--- src/rtl/ssf_pkg.sv ---
// Package of constants and types for the sample status flag block
package ssf_pkg;

    // ==========================================
    // Register addresses
    localparam logic [7:0] SSF_ADDR_ALIAS     = 8'h00;
    localparam logic [7:0] SSF_ADDR_PRESS_HI  = 8'h01;
    localparam logic [7:0] SSF_ADDR_TEMP_HI   = 8'h04;
    localparam logic [7:0] SSF_ADDR_STATUS    = 8'h06;
    localparam logic [7:0] SSF_ADDR_FIFO_STAT = 8'h0D;
    localparam logic [7:0] SSF_ADDR_FIFO_DATA = 8'h0E;

    // ==========================================
    // Status bit positions and reset value
    localparam int SSF_BIT_ANY_OW   = 7;
    localparam int SSF_BIT_PRESS_OW = 6;
    localparam int SSF_BIT_TEMP_OW  = 5;
    localparam int SSF_BIT_ANY_RDY  = 3;
    localparam int SSF_BIT_PRESS_RDY = 2;
    localparam int SSF_BIT_TEMP_RDY = 1;
    localparam logic [7:0] SSF_STATUS_RESET = 8'h00;

    // ==========================================
    // FIFO mode encodings
    typedef enum logic [1:0] {
        SSF_FIFO_OFF      = 2'b00,
        SSF_FIFO_CIRCULAR = 2'b01,
        SSF_FIFO_STOP     = 2'b10,
        SSF_FIFO_RSVD     = 2'b11
    } ssf_fifo_mode_type;

    // ==========================================
    // Event enables from the data configuration register
    typedef struct packed {
        logic ready_event_gen_enable;
        logic press_event_gen_enable;
        logic temp_event_gen_enable;
    } ssf_event_cfg_type;

    // Register read request from the serial port
    typedef struct packed {
        logic       strobe;
        logic [7:0] addr;
    } ssf_read_req_type;

endpackage

--- src/rtl/ssf_flag_cell.sv ---
// One sticky status flag with set priority over clear
`timescale 1ns/1ps
module ssf_flag_cell
    import ssf_pkg::*;
(
    // Clock and reset
    input  wire logic clock_i,
    input  wire logic rst_i,
    // Control
    input  wire logic set_i,
    input  wire logic clear_i,
    // Flag
    output logic      flag_o
);

    logic flag_r;
    logic flag_nxt;

    // Set wins over a clear in the same cycle
    always_comb begin
        flag_nxt = flag_r;
        if (clear_i) begin
            flag_nxt = 1'b0;
        end
        if (set_i) begin
            flag_nxt = 1'b1;
        end
    end

    // Flag register
    always_ff @(posedge clock_i or posedge rst_i) begin
        if (rst_i) begin
            flag_r <= 1'b0;
        end else begin
            flag_r <= flag_nxt;
        end
    end

    assign flag_o = flag_r;

endmodule

--- src/rtl/ssf_alias_mux.sv ---
// Address alias and read data selection for the status registers
`timescale 1ns/1ps
module ssf_alias_mux
    import ssf_pkg::*;
(
    // Request
    input  wire logic [7:0]        addr_i,
    input  wire ssf_fifo_mode_type fifo_mode_i,
    // Sources
    input  wire logic [7:0]        sample_status_i,
    input  wire logic [7:0]        fifo_status_i,
    // Result
    output logic      [7:0]        rdata_o,
    output logic                   hit_o
);

    logic [7:0] eff_addr;

    // Alias address zero by FIFO mode
    always_comb begin
        eff_addr = addr_i;
        if (addr_i == SSF_ADDR_ALIAS) begin
            eff_addr = (fifo_mode_i == SSF_FIFO_OFF) ? SSF_ADDR_STATUS : SSF_ADDR_FIFO_STAT;
        end
    end

    // Read data for the two owned registers
    always_comb begin
        rdata_o = 8'h00;
        hit_o   = 1'b0;
        if (eff_addr == SSF_ADDR_STATUS) begin
            rdata_o = sample_status_i;
            hit_o   = 1'b1;
        end else if (eff_addr == SSF_ADDR_FIFO_STAT) begin
            rdata_o = fifo_status_i;
            hit_o   = 1'b1;
        end
    end

endmodule

--- src/rtl/ssf_status.sv ---
// Sample status flag register with address alias and read-clear logic
// ==========================================
// Timing and usage notes
// A read strobe is taken on a rising edge and answered one
// cycle later on rdata_o, with a one-cycle rvalid_o pulse.
// The answer shows the flags as they stood before the clear
// caused by that same read, so a status read followed by a
// data read never loses an event in between.
// sample_status_o is a registered copy of the flag cells and
// lags them by one cycle; it is meant for observation only.
// Only the status byte and the FIFO status byte answer with
// data here; every other address reads back 00h from this
// block and is merged with the data path outside it.
// FIFO mode 11 is not a defined setting; it is handled as a
// FIFO mode, so only FIFO data port reads clear flags then.
// A completion and a clearing read in the same cycle leave
// the ready flag set; no overwrite is raised in that case,
// because the host has just fetched the older sample.
// The combined flags follow only the ready event enable,
// the per-channel flags only their own channel enable.
// Changing the FIFO mode leaves the flags as they are; only
// the source of the clearing reads and the target of address 00h change with it.
// Done pulses must be one cycle wide: a longer pulse counts
// as several acquisitions and raises the overwrite flags.
// All inputs but rst_i are taken as synchronous to clock_i; the FIFO
// status byte is sampled at the edge that takes the strobe.
`timescale 1ns/1ps
module ssf_status
    import ssf_pkg::*;
(
    // Clock and reset
    input  wire logic              clock_i,
    input  wire logic              rst_i,
    // Configuration
    input  wire ssf_fifo_mode_type fifo_mode_i,
    input  wire ssf_event_cfg_type event_cfg_i,
    // Acquisition completion pulses
    input  wire logic              press_done_i,
    input  wire logic              temp_done_i,
    // Register read port
    input  wire ssf_read_req_type  read_req_i,
    input  wire logic [7:0]        fifo_status_i,
    // Read answer, one cycle after the strobe
    output logic      [7:0]        rdata_o,
    output logic                   rvalid_o,
    // Registered status copy, one cycle behind the flags
    output logic      [7:0]        sample_status_o
);

    // ==========================================
    // Decode of clearing reads
    logic fifo_on;
    logic rd_press_hi;
    logic rd_temp_hi;
    logic rd_fifo_data;
    logic clr_press;
    logic clr_temp;
    logic clr_any;

    assign fifo_on      = (fifo_mode_i != SSF_FIFO_OFF);
    assign rd_press_hi  = read_req_i.strobe && (read_req_i.addr == SSF_ADDR_PRESS_HI);
    assign rd_temp_hi   = read_req_i.strobe && (read_req_i.addr == SSF_ADDR_TEMP_HI);
    assign rd_fifo_data = read_req_i.strobe && (read_req_i.addr == SSF_ADDR_FIFO_DATA);

    // Clear sources by FIFO mode
    always_comb begin
        if (fifo_on) begin
            clr_press = rd_fifo_data;
            clr_temp  = rd_fifo_data;
            clr_any   = rd_fifo_data;
        end else begin
            clr_press = rd_press_hi;
            clr_temp  = rd_temp_hi;
            clr_any   = rd_press_hi | rd_temp_hi;
        end
    end

    // ==========================================
    // Set conditions
    logic press_rdy;
    logic temp_rdy;
    logic any_rdy;
    logic set_press_rdy;
    logic set_temp_rdy;
    logic set_press_ow;
    logic set_temp_ow;
    logic set_any_rdy;
    logic set_any_ow;

    // Event gating and overwrite detection
    always_comb begin
        set_press_rdy = press_done_i & event_cfg_i.press_event_gen_enable;
        set_temp_rdy  = temp_done_i & event_cfg_i.temp_event_gen_enable;
        set_press_ow  = set_press_rdy & press_rdy & ~clr_press;
        set_temp_ow   = set_temp_rdy & temp_rdy & ~clr_temp;
        set_any_rdy   = (press_done_i | temp_done_i) & event_cfg_i.ready_event_gen_enable;
        set_any_ow    = set_any_rdy & any_rdy & ~clr_any;
    end

    // ==========================================
    // Six flag cells, set priority inside
    logic any_ow;
    logic press_ow;
    logic temp_ow;

    ssf_flag_cell u_any_ow_flag (
        .clock_i (clock_i),
        .rst_i   (rst_i),
        .set_i   (set_any_ow),
        .clear_i (clr_any),
        .flag_o  (any_ow)
    );

    ssf_flag_cell u_press_ow_flag (
        .clock_i (clock_i),
        .rst_i   (rst_i),
        .set_i   (set_press_ow),
        .clear_i (clr_press),
        .flag_o  (press_ow)
    );

    ssf_flag_cell u_temp_ow_flag (
        .clock_i (clock_i),
        .rst_i   (rst_i),
        .set_i   (set_temp_ow),
        .clear_i (clr_temp),
        .flag_o  (temp_ow)
    );

    ssf_flag_cell u_any_rdy_flag (
        .clock_i (clock_i),
        .rst_i   (rst_i),
        .set_i   (set_any_rdy),
        .clear_i (clr_any),
        .flag_o  (any_rdy)
    );

    ssf_flag_cell u_press_rdy_flag (
        .clock_i (clock_i),
        .rst_i   (rst_i),
        .set_i   (set_press_rdy),
        .clear_i (clr_press),
        .flag_o  (press_rdy)
    );

    ssf_flag_cell u_temp_rdy_flag (
        .clock_i (clock_i),
        .rst_i   (rst_i),
        .set_i   (set_temp_rdy),
        .clear_i (clr_temp),
        .flag_o  (temp_rdy)
    );

    // ==========================================
    // Status byte assembly
    logic [7:0] status_now;

    always_comb begin
        status_now                    = SSF_STATUS_RESET;
        status_now[SSF_BIT_ANY_OW]    = any_ow;
        status_now[SSF_BIT_PRESS_OW]  = press_ow;
        status_now[SSF_BIT_TEMP_OW]   = temp_ow;
        status_now[SSF_BIT_ANY_RDY]   = any_rdy;
        status_now[SSF_BIT_PRESS_RDY] = press_rdy;
        status_now[SSF_BIT_TEMP_RDY]  = temp_rdy;
    end

    // ==========================================
    // Read data path
    logic [7:0] mux_data;
    logic       mux_hit;

    ssf_alias_mux u_alias (
        .addr_i          (read_req_i.addr),
        .fifo_mode_i     (fifo_mode_i),
        .sample_status_i (status_now),
        .fifo_status_i   (fifo_status_i),
        .rdata_o         (mux_data),
        .hit_o           (mux_hit)
    );

    logic [7:0] rdata_r;
    logic [7:0] rdata_nxt;
    logic       rvalid_r;
    logic       rvalid_nxt;
    logic [7:0] status_r;
    logic [7:0] status_nxt;

    // Next read answer and status copy
    always_comb begin
        rdata_nxt  = rdata_r;
        rvalid_nxt = read_req_i.strobe;
        status_nxt = status_now;
        if (read_req_i.strobe) begin
            // Value before any clear by this read
            rdata_nxt = mux_hit ? mux_data : 8'h00;
        end
    end

    // Output registers
    always_ff @(posedge clock_i or posedge rst_i) begin
        if (rst_i) begin
            rdata_r  <= 8'h00;
            rvalid_r <= 1'b0;
            status_r <= SSF_STATUS_RESET;
        end else begin
            rdata_r  <= rdata_nxt;
            rvalid_r <= rvalid_nxt;
            status_r <= status_nxt;
        end
    end

    assign rdata_o         = rdata_r;
    assign rvalid_o        = rvalid_r;
    assign sample_status_o = status_r;

endmodule

--- config.mk ---
export PLATFORM = sky130hd
export DESIGN_NAME = ssf_status
export DESIGN_NICKNAME = d
export VERILOG_FILES = /design/src/rtl/ssf_pkg.sv /design/src/rtl/ssf_flag_cell.sv /design/src/rtl/ssf_alias_mux.sv /design/src/rtl/ssf_status.sv
export SDC_FILE = /design/constraint.sdc
export NUM_CORES = 1
export LEC_CHECK = 0
export BUFFER_PORTS_ARGS = -buffer_cell sky130_fd_sc_hd__buf_2
export CAP_MARGIN = 5
export CORE_UTILIZATION = 52
export DETAILED_ROUTE_END_ITERATION = 16
export HOLD_SLACK_MARGIN = 0.1
export PLACE_DENSITY = 0.84
export SETUP_SLACK_MARGIN = 0.15
export SLEW_MARGIN = 20
export SYNTH_ARGS = -nofsm -noshare
export SYNTH_HDL_FRONTEND = slang
export SYNTH_HIERARCHICAL = 1
export SYNTH_SLANG_ARGS = --single-unit
--- constraint.sdc ---
create_clock -name clock_i -period 1.6 [get_ports clock_i]
set_clock_uncertainty 0.05 [all_clocks]
set_input_delay 0.16 -clock clock_i [delete_from_list [all_inputs] [get_ports clock_i]]
set_output_delay 0.16 -clock clock_i [all_outputs]
set_load 0.005 [all_outputs]
Word level (Yosys, flattened, before mapping)
Index checks and enable logic that the tools add are counted.
{"block": "classes", "n_eq_ne": 5, "muxes": 19, "n_bitwise": 14, "reduce_logical": 12}
{"cell": "two-way mux 8 bit", "n": 4}
{"cell": "== test 8 x 3 -> 1 bit (second input constant)", "n": 2}
{"cell": "== test 8 x 4 -> 1 bit (second input constant)", "n": 2}
{"cell": "two-way mux 1 bit", "n": 14}
{"cell": "nonzero test 2 bit", "n": 7}
{"cell": "AND 1 bit", "n": 9}
{"cell": "== test 8 x 1 -> 1 bit (second input constant)", "n": 1}
{"cell": "zero test 8 bit", "n": 1}
{"cell": "two-way mux 4 bit", "n": 1}
{"cell": "logical AND 1 bit", "n": 3}
{"cell": "inverter 1 bit", "n": 3}
{"cell": "zero test 2 bit", "n": 1}
{"cell": "OR 1 bit", "n": 2}
{"block": "word_totals", "ff_bits": 21, "inputBits": 26, "out_inout_bits": 17, "elab_cells": 59}

Logic depth before layout (Yosys ltp)
Gate-level depths: netlist of run 1.
{"block": "depth", "ltp_word": 7, "mapped_depth": 8, "depth_no_buf": 6}

Modules after synthesis
The synthesis of run 1 kept the hierarchy.
{"mod": "ssf_status", "n_inst": 1, "cells_each": 68, "area_per_inst_um2": 685.7, "seq_area_each_um2": 375.4}
{"mod": "ssf_flag_cell", "n_inst": 6, "cells_each": 4, "area_per_inst_um2": 40.0, "seq_area_each_um2": 25.0}
{"mod": "ssf_alias_mux", "n_inst": 1, "cells_each": 36, "area_per_inst_um2": 236.5, "seq_area_each_um2": 0.0}

Least setup slack after synthesis of run 1
OpenSTA, ideal clock, no wires.
{"block": "synth_path", "kind": "input-to-reg", "start": "input port fifo_mode_i[1]", "end": "register rdata_r[0] (netlist: rdata_o[0])", "setup_time_ns": 0.134, "arrival_time_ns": 1.205, "required_ns": 1.416, "setup_slack_ns": 0.212, "cell_stages": 7, "path_buffers": 1, "cell_sequence": "or2_2 a21oi_4 o21ai_1 and2_1 clkbuf_1 nand2_1 o21ai_0"}
{"block": "synth_via", "elab_chain_cells": 7, "elab_cells_between_ends": 10, "cone_classes": "eq/ne: 2; mux: 7; reduce/logical: 1"}
{"item": "start, declared", "line_no": "ssf_status.sv:35", "rtl": "input wire ssf_fifo_mode_type fifo_mode_i,"}
{"item": "zero test 2 bit (*)", "line_no": "ssf_alias_mux.sv:23", "rtl": "eff_addr = (fifo_mode_i == SSF_FIFO_OFF) ? SSF_ADDR_STATUS : SSF_ADDR_FIFO_STAT;"}
{"item": "two-way mux 4 bit (*)", "line_no": "ssf_alias_mux.sv:23"}
{"item": "two-way mux 8 bit (*)", "line_no": "ssf_alias_mux.sv:22", "rtl": "if (addr_i == SSF_ADDR_ALIAS) begin"}
{"item": "== test 8 x 4 -> 1 bit", "line_no": "ssf_alias_mux.sv:34", "rtl": "end else if (eff_addr == SSF_ADDR_FIFO_STAT) begin"}
{"item": "two-way mux 1 bit", "line_no": "ssf_alias_mux.sv:34"}
{"item": "two-way mux 1 bit (*)", "line_no": "ssf_alias_mux.sv:31", "rtl": "if (eff_addr == SSF_ADDR_STATUS) begin"}
{"item": "net mux_hit", "line_no": "ssf_status.sv:171", "rtl": "logic mux_hit;"}
{"item": "two-way mux 8 bit (*)", "line_no": "ssf_status.sv:196", "rtl": "rdata_nxt = mux_hit ? mux_data : 8'h00;"}
{"item": "end signal, assigned", "line_no": "ssf_status.sv:207", "rtl": "rdata_r <= rdata_nxt;"}
{"item": "end, declared", "line_no": "ssf_status.sv:182", "rtl": "logic [7:0] rdata_r;"}
The timed path passes the listed nets; every way through them passes the cells marked *.
A chain may end at the register's enable or synchronous reset.

Worst setup path in the final report of run 1
{"block": "layout_path", "start": "input port read_req_i[3] (netlist name)", "end": "register rdata_r[7] (netlist: rdata_o[7])"}
{"block": "layout_via", "elab_chain_cells": 6, "elab_cells_between_ends": 9, "cone_classes": "eq/ne: 2; mux: 6; reduce/logical: 1"}
{"item": "start, declared", "line_no": "ssf_status.sv:41", "rtl": "input wire ssf_read_req_type read_req_i,"}
{"item": "zero test 8 bit", "line_no": "ssf_alias_mux.sv:22"}
{"item": "two-way mux 8 bit (*)", "line_no": "ssf_alias_mux.sv:22"}
{"item": "== test 8 x 4 -> 1 bit", "line_no": "ssf_alias_mux.sv:34"}
{"item": "two-way mux 1 bit", "line_no": "ssf_alias_mux.sv:34"}
{"item": "two-way mux 1 bit (*)", "line_no": "ssf_alias_mux.sv:31"}
{"item": "net mux_hit", "line_no": "ssf_status.sv:171"}
{"item": "two-way mux 8 bit (*)", "line_no": "ssf_status.sv:196"}
Marked as above.

==> results by group, run 1 <==
GRT
  – Initial antenna violation count: 0
  – First-pass GRT wire length: 3884 µm
  – Gr ovfl total: 0
  – Largest net degree at the start of global routing: 16
  – Total GRT Usage: 0.2097
  – Vias in the first global route: 933

Routing
  – Highest metal layer with signal wires: met4
  – WL/cell: 11.48 µm
  – First drt pass iteration count: 4
  – Routed length on met2: 1170 µm
  – DRC viols: 0
  – Post-route ant nets: 0
  – Routed length on met1: between 900 and 1000 µm
  – Via/cell ratio: 5.000
  – Routed wire length: between 2000 and 2500 µm
  – Vias: 1010
  – Met3 wire length: between 100 and 150 µm
  – 1st-iter DRT viols: 15

Clock tree
  – Post-CTS setup buffer count: 0
  – Num CTS Buffers: 3
  – CTS tree: yes
  – Worst-Skew Late Latency: 0.31 ns
  – CTS sink count: 21
  – Worst-path clk slew: between 0.1 and 0.15 ns
  – CTS H-Tree Depth: 1
  – Root buffer cell: clkbuf_4
  – Max Buffers Root-to-Sink: 2

Timing
  – Worst hold margin: 0.1045 ns
  – Slew headroom: 0.6389
  – Max Slew Vio Count: 0
  – Final setup viols: 0
  – Final min period: 1.326 ns
  – RSZ-0062 raised after global routing: no
  – Setup WS post-layout: 0.2735 ns
  – Final Hold Viols: 0
  – Worst slew pin tran: roughly 0.54 ns
  – Tcrit/Tclk final: 0.8291
  – Fin Setup TNS: 0 ns
  – F_max: 753.9 MHz

Cells and area
  – Final nets: between 200 and 250
  – Area grow syn2layout: 23.68%
  – Final instance area: 1438 µm²
  – FILL cells: 169
  – Layout cells sized above 1: 0.3257
  – Ant diodes: 0

Yosys
  – Yosys cell types: 32
  – Most frequent cells after synthesis: 37 x inv_1, 21 x dfrtp_1, 12 x nand2_1
  – Register area share after synthesis: 0.4521
  – Synth top area share: 0.4521
  – Number of synthesized register bits: 21
  – Cells after Synth: about 130
  – Syn Area/Cell: 9.081 µm²
  – Top-count cell post-synth: inv_1
  – Post-synth EDFFs: 0
  – Largest area contributor in the netlist: dfrtp_1
  – Synth async-reset ratio: 1.000
  – Top_reg_cell synth: dfrtp_1
  – Synth area leaders: dfrtp_1 45%, inv_1 12%, o32ai_1 6.0%
  – Cell Area, Synth: about 1200 µm²
  – Yosys warnings: 6

Floorplanning
  – Core area: about 2000 µm²
  – Initial Utilization: 0.5749
  – Num ports: 43
  – Rows: 16
  – Height of the die: 49.28 µm
  – Die area: 2429 µm²
  – Die W: 49.28 µm

Critical path
  – Worst setup EP type: flip-flop
  – Critical path class: primary input to flip-flop
  – Startpoint types: primary input
  – Crit path required time: about 1.8 ns
  – Crit-path max FO: 9
  – CP arrival: 1.50 ns

Placed design
  – Placed inst area: 1388 µm²
  – Post-place setup slack: -0.004946 ns
  – Routability Congestion: 0.8075
  – Hpwl dp: 1812 µm
  – Port bufs: 40

Power and ir drop
  – VDD IR max: slightly above 0.6 mV
  – Leak: around 0.7 nW
  – Pwr per Cell Area: approximately 640 nW/µm²
  – Power Total: just over 900 µW

Job
  – Max-cap violations: 0

Worst hold path
  – Hold Crit Class: primary input to flip-flop

Outcome
  – Run status: finished clean
[stage by stage]
| stage | cells | util |
|---|---|---|
| finish | 202 | 0.7110 |
| global route | 202 | 0.7110 |
| CTS | 202 | 0.7110 |
| detailed placement | 196 | 0.6863 |
| global placement | 196 | 0.6863 |
| floorplan | 131 | - |
[metal layers]
metal / up-vias / global-route usage
li1: 502 / -
met1: 463 / 0.2430
met2: 39 / 0.3721
met3: 6 / 0.04050
met4: 0 / 0.08824
met5: - / 0
[final cells by class]
class,count,area [µm²],area share
inverter,37,138.9,0.09661
clock buffer,3,22.52,0.01567
sequential,21,525.5,0.3655
timing repair buffer,45,242.7,0.1688
tap,27,33.78,0.02350
clock inverter,1,7.507,0.005222
multi-input combinational,68,466.7,0.3246
[critical path, cell delays in order]
cell     delay [ns]
buf_2          0.14
nor3_1         0.41
a21oi_4        0.17
o21ai_1        0.14
and2_1         0.27
nand2_1        0.10
o21ai_0        0.11
[power by group]
part	total, mW	internal, mW	switching (mW)	leakage, nW
clock	0.264	0.0954	0.169	0.0139
combinational	0.119	0.0506	0.0686	0.470
sequential	0.535	0.534	0.00139	0.229
[kinds of logic after synthesis]
family	share of synthesized area
other	0.003226
flip-flops	0.4521
AO/OA/AOI/OAI	0.2110
AND/OR/NAND/NOR	0.1776
buffers and inverters	0.1561
[path summary, 6_finish.rpt]
check | start | endpoint | slack [ns] | cells past startpoint
worst max-delay path | read_req_i[3] | rdata_o[7]$_DFFE_PP0P_ | 0.27 | 7
worst min-delay path | event_cfg_i[0] | u_temp_rdy_flag/flag_o$_DFFE_PP0P_ | 0.10 | 3
min in group asynchronous | rst_i | u_temp_rdy_flag/flag_o$_DFFE_PP0P_ | 0.23 | 3
max in group asynchronous | rst_i | rvalid_o$_DFF_PP0_ | 0.70 | 3
worst max register to register | u_any_rdy_flag/flag_o$_DFFE_PP0P_ | u_any_ow_flag/flag_o$_DFFE_PP0P_ | 0.70 | 2
worst min register to register | u_temp_ow_flag/flag_o$_DFFE_PP0P_ | sample_status_o[5]$_DFF_PP0_ | 0.37 | 0
[timing repair]
item                      CTS  global route
hold buffers                2             0
hold endpoints to repair   22             0
gates resized for setup     0             0
[state kept, by name (all words and copies together), names as in the netlist]
name	flops
rvalid_o	1
rdata_o	8
u_any_rdy_flag/flag_o	1
u_temp_rdy_flag/flag_o	1
u_press_rdy_flag/flag_o	1
u_press_ow_flag/flag_o	1
sample_status_o	6
u_temp_ow_flag/flag_o	1
u_any_ow_flag/flag_o	1
[layout by cell type (no fill, tap or decap), types with 4 or more instances in the layout]
cell type / netlist / final
dfrtp_1: 21 / 21
buf_2: 0 / 40
a21o_1: 6 / 6
inv_1: 37 / 37
o21ai_0: 9 / 9
nand2_1: 12 / 12
conb_1: 1 / 4
and2_1: 4 / 4
o32ai_1: 8 / 8
Power figures use the tool's default switching activity.
==> run 2: changes to the inputs <==
--- a/config.mk
+++ b/config.mk
@@ -7,10 +7,10 @@
 export LEC_CHECK = 0
 export BUFFER_PORTS_ARGS = -buffer_cell sky130_fd_sc_hd__buf_2
 export CAP_MARGIN = 5
-export CORE_UTILIZATION = 52
+export CORE_UTILIZATION = 43
 export DETAILED_ROUTE_END_ITERATION = 16
 export HOLD_SLACK_MARGIN = 0.1
-export PLACE_DENSITY = 0.84
+export PLACE_DENSITY = 0.74
 export SETUP_SLACK_MARGIN = 0.15
 export SLEW_MARGIN = 20
 export SYNTH_ARGS = -nofsm -noshare
==> constraint.sdc (replaced) <==
create_clock -name clock_i -period 1.1 [get_ports clock_i]
set_clock_uncertainty 0.05 [all_clocks]
set_input_delay 0.11 -clock clock_i [delete_from_list [all_inputs] [get_ports clock_i]]
set_output_delay 0.11 -clock clock_i [all_outputs]
set_load 0.005 [all_outputs]
==> results by group, run 2 (synthesis results as in run 1) <==
Outcome
  – Run status: finished clean

Critical path
  – Crit-path max FO: 5 (-4)
  – Slowest CP cell: nor3_1
  – CP arrival: 1.24 ns (-0.26 ns)
  – CP top delay family: simple AND/OR/NAND/NOR gates
  – Worst setup EP type: flip-flop
  – CP Buf/Inv Count: 3 (+2)
  – Crit-path cells: buf_2, nor3_1, nand2_2, buf_6, o31ai_4, and2_4, inv_2, a21o_1
  – Crit path required time: 1.25 ns (-0.52 ns)
  – Startpoint types: primary input
  – Max stage delay on crit path: 0.29 ns (-0.12 ns)
  – Critical Path Start: fifo_mode_i[1]
  – Critical path class: primary input to flip-flop
  – R2R Path Start: u_any_rdy_flag/flag_o$_DFFE_PP0P_

Timing
  – Worst hold margin: 0.07380 ns (-0.03073 ns)
  – Fin Setup TNS: 0 ns (unchanged)
  – Final min period: between 1 and 1.5 ns
  – Final setup viols: 0 (unchanged)
  – Final Hold Viols: 0 (unchanged)
  – RSZ-0062 raised after global routing: yes
  – Max Slew Vio Count: 0 (unchanged)
  – F_max: 921.3 MHz
  – Tcrit/Tclk final: 0.9867
  – Setup WS post-layout: 0.01459 ns (-0.2589 ns)

Routing
  – Vias: 1118 (+11%)
  – DRC viols: 0 (unchanged)
  – Post-route ant nets: 0 (unchanged)
  – First drt pass iteration count: 4 (unchanged)
  – WL/cell: 13.43 µm (+17%)
  – Routed wire length: 2982 µm (+29%)
  – 1st-iter DRT viols: 17 (+2)
  – Via/cell ratio: 5.036 (+0.72%)

GRT
  – Initial antenna violation count: 0 (unchanged)
  – Total GRT Usage: 0.1994 (-0.01028)
  – Gr ovfl total: 0 (unchanged)
  – First-pass GRT wire length: 4146 µm (+6.7%)
  – Largest net degree at the start of global routing: 16 (unchanged)
  – Vias in the first global route: 992 (+6.3%)

Cells and area
  – Commonest cells after routing, fill and taps aside: 35 x inv_1, 34 x buf_2, 21 x dfrtp_1
  – Layout cells sized above 1: 0.4531 (+0.1274)
  – Commonest non-fill, non-tap cell in the layout: inv_1
  – Final nets: 219 (+8.4%)
  – Ant diodes: 0 (unchanged)
  – Area grow syn2layout: 53.07%
  – Max reg flops: 8 (unchanged)

Power and ir drop
  – P_sw: 367.7 µW (+54%)
  – Pwr per Cell Area: 794.5 nW/µm² (+24%)
  – Flop pwr share: 0.551 (-0.032)
  – Clock share of power: 0.260 (-0.028)
  – Switching share of power: 0.2602 (about the same)
  – P_int: 1.046 mW (+54%)
  – Leak: 0.8675 nW (+22%)
  – Logic gate share of total power: 0.189 (+0.059)
  – VDD IR max: 0.7521 mV (+22%)

Worst hold path
  – Hold Crit Class: primary input to flip-flop
  – Hold path start: event_cfg_i[2]

Placed design
  – Port bufs: 40 (unchanged)
  – Post-place setup slack: -0.3480 ns (-0.3431 ns)
  – Routability Congestion: 0.7364 (-8.8%)
  – Hpwl dp: 1973 µm (+8.9%)

Clock tree
  – Num CTS Buffers: 3 (unchanged)
  – Worst-Skew Late Latency: 0.30 ns (about the same)
  – Max Buffers Root-to-Sink: 2 (unchanged)
  – Worst-path clk slew: 0.10 ns (-0.02 ns)
  – CTS sink count: 21 (unchanged)
  – Root buffer cell: clkbuf_4
  – Cts hold-fix bufs: 4 (+2)
  – CTS H-Tree Depth: 1 (unchanged)
  – CTS tree: yes

Floorplanning
  – Height of the die: 53.99 µm (+9.6%)
  – Num ports: 43 (unchanged)
  – Core area: 2522 µm² (+25%)
  – Die W: 53.99 µm (+9.6%)
  – Rows: 18 (+2)
  – Die area: 2915 µm² (+20%)
  – Initial Utilization: 0.4608 (-0.1141)

Job
  – Max-cap violations: 0 (unchanged)
run 2: routing by layer:
layer | vias up | global-route usage | part of all wire
met5 | - | 0 | 0
met4 | 0 | 0.04274 | 0.0077
met3 | 4 | 0.06497 | 0.065
met2 | 40 | 0.3683 | 0.54
met1 | 537 | 0.2199 | 0.38
li1 | 537 | - | -
run 2: worst reg2reg max path, stage by stage, from the launching register on:
cell and delay, ns:
dfrtp_1 0.44, and3b_1 0.20, a21o_1 0.15
run 2: cell type report:
class / count / area, µm²
fill: 202 / 743.2
multi-input combinational: 68 / 610.6
sequential: 21 / 525.5
timing repair buffer: 62 / 440.4
inverter: 37 / 138.9
tap: 30 / 37.54
clock buffer: 4 / 26.28
run 2: worst paths after layout:
check	endpoint	slack, ns	cells past startpoint
min in group asynchronous	u_temp_rdy_flag/flag_o$_DFFE_PP0P_	0.18	3
worst min register to register	sample_status_o[6]$_DFF_PP0_	0.36	0
worst max register to register	u_any_ow_flag/flag_o$_DFFE_PP0P_	0.17	2
worst min-delay path	u_any_rdy_flag/flag_o$_DFFE_PP0P_	0.07	3
worst max-delay path	u_press_rdy_flag/flag_o$_DFFE_PP0P_	0.01	8
max in group asynchronous	sample_status_o[5]$_DFF_PP0_	0.48	4
run 2: what timing repair did:
action,4_1_cts,5_1_grt
setup endpoints to repair,26,29
pin swaps,8,9
hold endpoints to repair,25,1
setup buffers,4,4
resized for setup,14,23
run 2: through the flow:
stage,power (mW),std cells,util,instance area (µm²)
6_report,1.414,222,0.7054,1779
5_1_grt,1.479,222,0.7054,1779
4_1_cts,1.384,218,0.6409,1617
3_5_place_dp,0.9927,206,0.5828,1470
3_3_place_gp,0.9843,206,0.5828,1470
2_1_floorplan,0.8840,131,-,1197
run 2: power by group through the flow:
stage | clock network, mW | logic (mW) | registers (mW)
floorplan | 0 | 0.0904 | 0.794
global placement | 0 | 0.191 | 0.793
detailed placement | 0 | 0.199 | 0.794
CTS | 0.377 | 0.229 | 0.779
global route | 0.413 | 0.287 | 0.779
finish | 0.368 | 0.267 | 0.779
==> run 3: changes to the inputs <==
--- a/config.mk
+++ b/config.mk
@@ -7,6 +7,7 @@
 export LEC_CHECK = 0
 export BUFFER_PORTS_ARGS = -buffer_cell sky130_fd_sc_hd__buf_2
 export CAP_MARGIN = 5
+export CORE_MARGIN = 2
 export CORE_UTILIZATION = 43
 export DETAILED_ROUTE_END_ITERATION = 16
 export HOLD_SLACK_MARGIN = 0.1
==> results by group, run 3 (synthesis results as in run 1) <==
Cells and area
  – Commonest cells after routing, fill and taps aside: 35 x buf_2, 34 x inv_1, 21 x dfrtp_1
  – Area grow syn2layout: 50.91%
  – Layout cells sized above 1: 0.4583 (+0.005208)
  – Finished Core Util: 0.6954 (-0.009920)
  – Commonest non-fill, non-tap cell in the layout: buf_2
  – Final instance area: 1754 µm² (-1.4%)
  – Max reg flops: 8 (unchanged)
  – Final nets: 219 (unchanged)
  – Ant diodes: 0 (unchanged)
  – Non-filler cells, final: 222 (unchanged)
  – FILL cells: 198 (-2.0%)

Placed design
  – Hpwl dp: 1940 µm (-1.7%)
  – Post-place setup slack: -0.3034 ns (+0.04459 ns)
  – Routability Congestion: 0.8347 (+13%)
  – Placed cells: 205 (-0.49%)
  – Placed inst area: 1463 µm² (-0.51%)
  – Port bufs: 40 (unchanged)

Worst hold path
  – Hold Crit Class: primary input to flip-flop

Clock tree
  – CTS H-Tree Depth: 1 (unchanged)
  – Root buffer cell: clkbuf_4
  – CTS sink count: 21 (unchanged)
  – Cts hold-fix bufs: 4 (unchanged)
  – Worst-Skew Late Latency: 0.30 ns (about the same)
  – Max Buffers Root-to-Sink: 2 (unchanged)
  – Num CTS Buffers: 3 (unchanged)
  – CTS tree: yes
  – Worst-path clk slew: 0.10 ns (about the same)

Timing
  – F_max: 921.8 MHz (about the same)
  – Fin Setup TNS: 0 ns (unchanged)
  – Worst hold margin: 0.07012 ns (-0.003682 ns)
  – Max Slew Vio Count: 0 (unchanged)
  – Final Hold Viols: 0 (unchanged)
  – RSZ-0062 raised after global routing: yes
  – Tcrit/Tclk final: 0.9862 (about the same)
  – Final setup viols: 0 (unchanged)
  – Final min period: 1.085 ns (-0.0006266 ns)
  – Setup WS post-layout: 0.01522 ns (+0.0006266 ns)

Power and ir drop
  – Leak: 0.8720 nW (+0.52%)
  – Logic gate share of total power: 0.181 (-0.008)
  – P_int: 1.041 mW (-0.46%)
  – Clock share of power: 0.259 (about the same)
  – P_sw: 348.8 µW (-5.1%)
  – Flop pwr share: 0.560 (+0.009)
  – Pwr per Cell Area: 792.3 nW/µm² (-0.28%)
  – Power Total: 1.390 mW (-1.7%)
  – VDD IR max: 0.8409 mV (+12%)
  – Switching share of power: 0.2510 (-0.009182)

Critical path
  – Startpoint types: primary input
  – Crit-path max FO: 5 (unchanged)
  – Worst setup EP type: flip-flop
  – Critical path class: primary input to flip-flop
  – CP arrival: 1.23 ns (about the same)
  – Crit path required time: 1.25 ns (about the same)

Floorplanning
  – Num ports: 43 (unchanged)
  – Rows: 18 (unchanged)
  – Height of the die: 55.99 µm (+3.7%)
  – Initial Utilization: 0.4608 (unchanged)
  – Die W: 55.99 µm (+3.7%)
  – Core area: 2522 µm² (unchanged)
  – Die area: 3135 µm² (+7.5%)

Routing
  – DRC viols: 0 (unchanged)
  – Via/cell ratio: 4.757 (-5.5%)
  – Vias: 1056 (-5.5%)
  – First drt pass iteration count: 4 (unchanged)
  – WL/cell: 11.75 µm (-13%)
  – Highest metal layer with signal wires: met4
  – Routed wire length: 2608 µm (-13%)
  – 1st-iter DRT viols: 11 (-6)
  – Routed length on met1: 1067 µm (-7.1%)
  – Routed length on met2: 1362 µm (-16%)
  – Met3 wire length: 152 µm (-22%)
  – Post-route ant nets: 0 (unchanged)

GRT
  – Initial antenna violation count: 0 (unchanged)
  – Largest net degree at the start of global routing: 16 (unchanged)
  – Gr ovfl total: 0 (unchanged)
  – Total GRT Usage: 0.1740 (-0.02543)
  – First-pass GRT wire length: 4374 µm (+5.5%)
  – Vias in the first global route: 1018 (+2.6%)

Outcome
  – Run status: finished clean

Job
  – Max-cap violations: 0 (unchanged)
[run 3: cell count changes in the layout (fill, tap and decap cells not counted), sizes merged]
| cell | before | now |
|---|---|---|
| dlygate4sd3 | 4 | 3 |
| dlymetal6s4s | 0 | 1 |
[run 3: repair_timing]
| item | 4_1_cts | 5_1_grt |
|---|---|---|
| gates resized for setup | 11 | 25 |
| setup endpoints to repair | 25 | 28 |
| hold endpoints to repair | 26 | 5 |
| pin swaps | 3 | 10 |
| buffers inserted | 5 | 4 |
[run 3: worst paths after layout]
| kind | slack, ns | endpoint | cells past startpoint | from |
|---|---|---|---|---|
| max | 0.02 | u_any_ow_flag/flag_o$_DFFE_PP0P_ | 6 | read_req_i[1] |
| min | 0.07 | u_any_rdy_flag/flag_o$_DFFE_PP0P_ | 3 | event_cfg_i[2] |
| max reg2reg | 0.16 | u_any_ow_flag/flag_o$_DFFE_PP0P_ | 2 | u_any_rdy_flag/flag_o$_DFFE_PP0P_ |
| min reg2reg | 0.37 | sample_status_o[6]$_DFF_PP0_ | 0 | u_press_ow_flag/flag_o$_DFFE_PP0P_ |
| max in group asynchronous | 0.48 | sample_status_o[5]$_DFF_PP0_ | 4 | rst_i |
| min in group asynchronous | 0.19 | u_temp_rdy_flag/flag_o$_DFFE_PP0P_ | 3 | rst_i |
[run 3: routing by layer]
layer	vias up	track usage
li1	535	-
met1	484	0.2186
met2	33	0.2975
met3	4	0.04884
met4	0	0.03741
met5	-	0
[run 3: critical path, stage by stage]
cell and delay (ns):
buf_8 0.11, nor4bb_1 0.27, nand2_1 0.18, a21oi_2 0.22, and3b_1 0.19, a21o_1 0.15
[run 3: cell type report]
cell class,count,area [µm²],share of cell area
multi-input cells,68,585.6,0.3338
well taps,30,37.54,0.02140
clock buffers,4,26.28,0.01498
flip-flops and latches,21,525.5,0.2996
repair buffers,62,440.4,0.2511
inverters,37,138.9,0.07917
[run 3: power by group through the flow]
stage / Clock [mW] / Combinational (mW) / Sequential [mW]
finish: 0.360 / 0.251 / 0.778
CTS: 0.373 / 0.224 / 0.779
global route: 0.405 / 0.275 / 0.779
detailed placement: 0 / 0.195 / 0.794
floorplan: 0 / 0.0904 / 0.794
global placement: 0 / 0.188 / 0.793
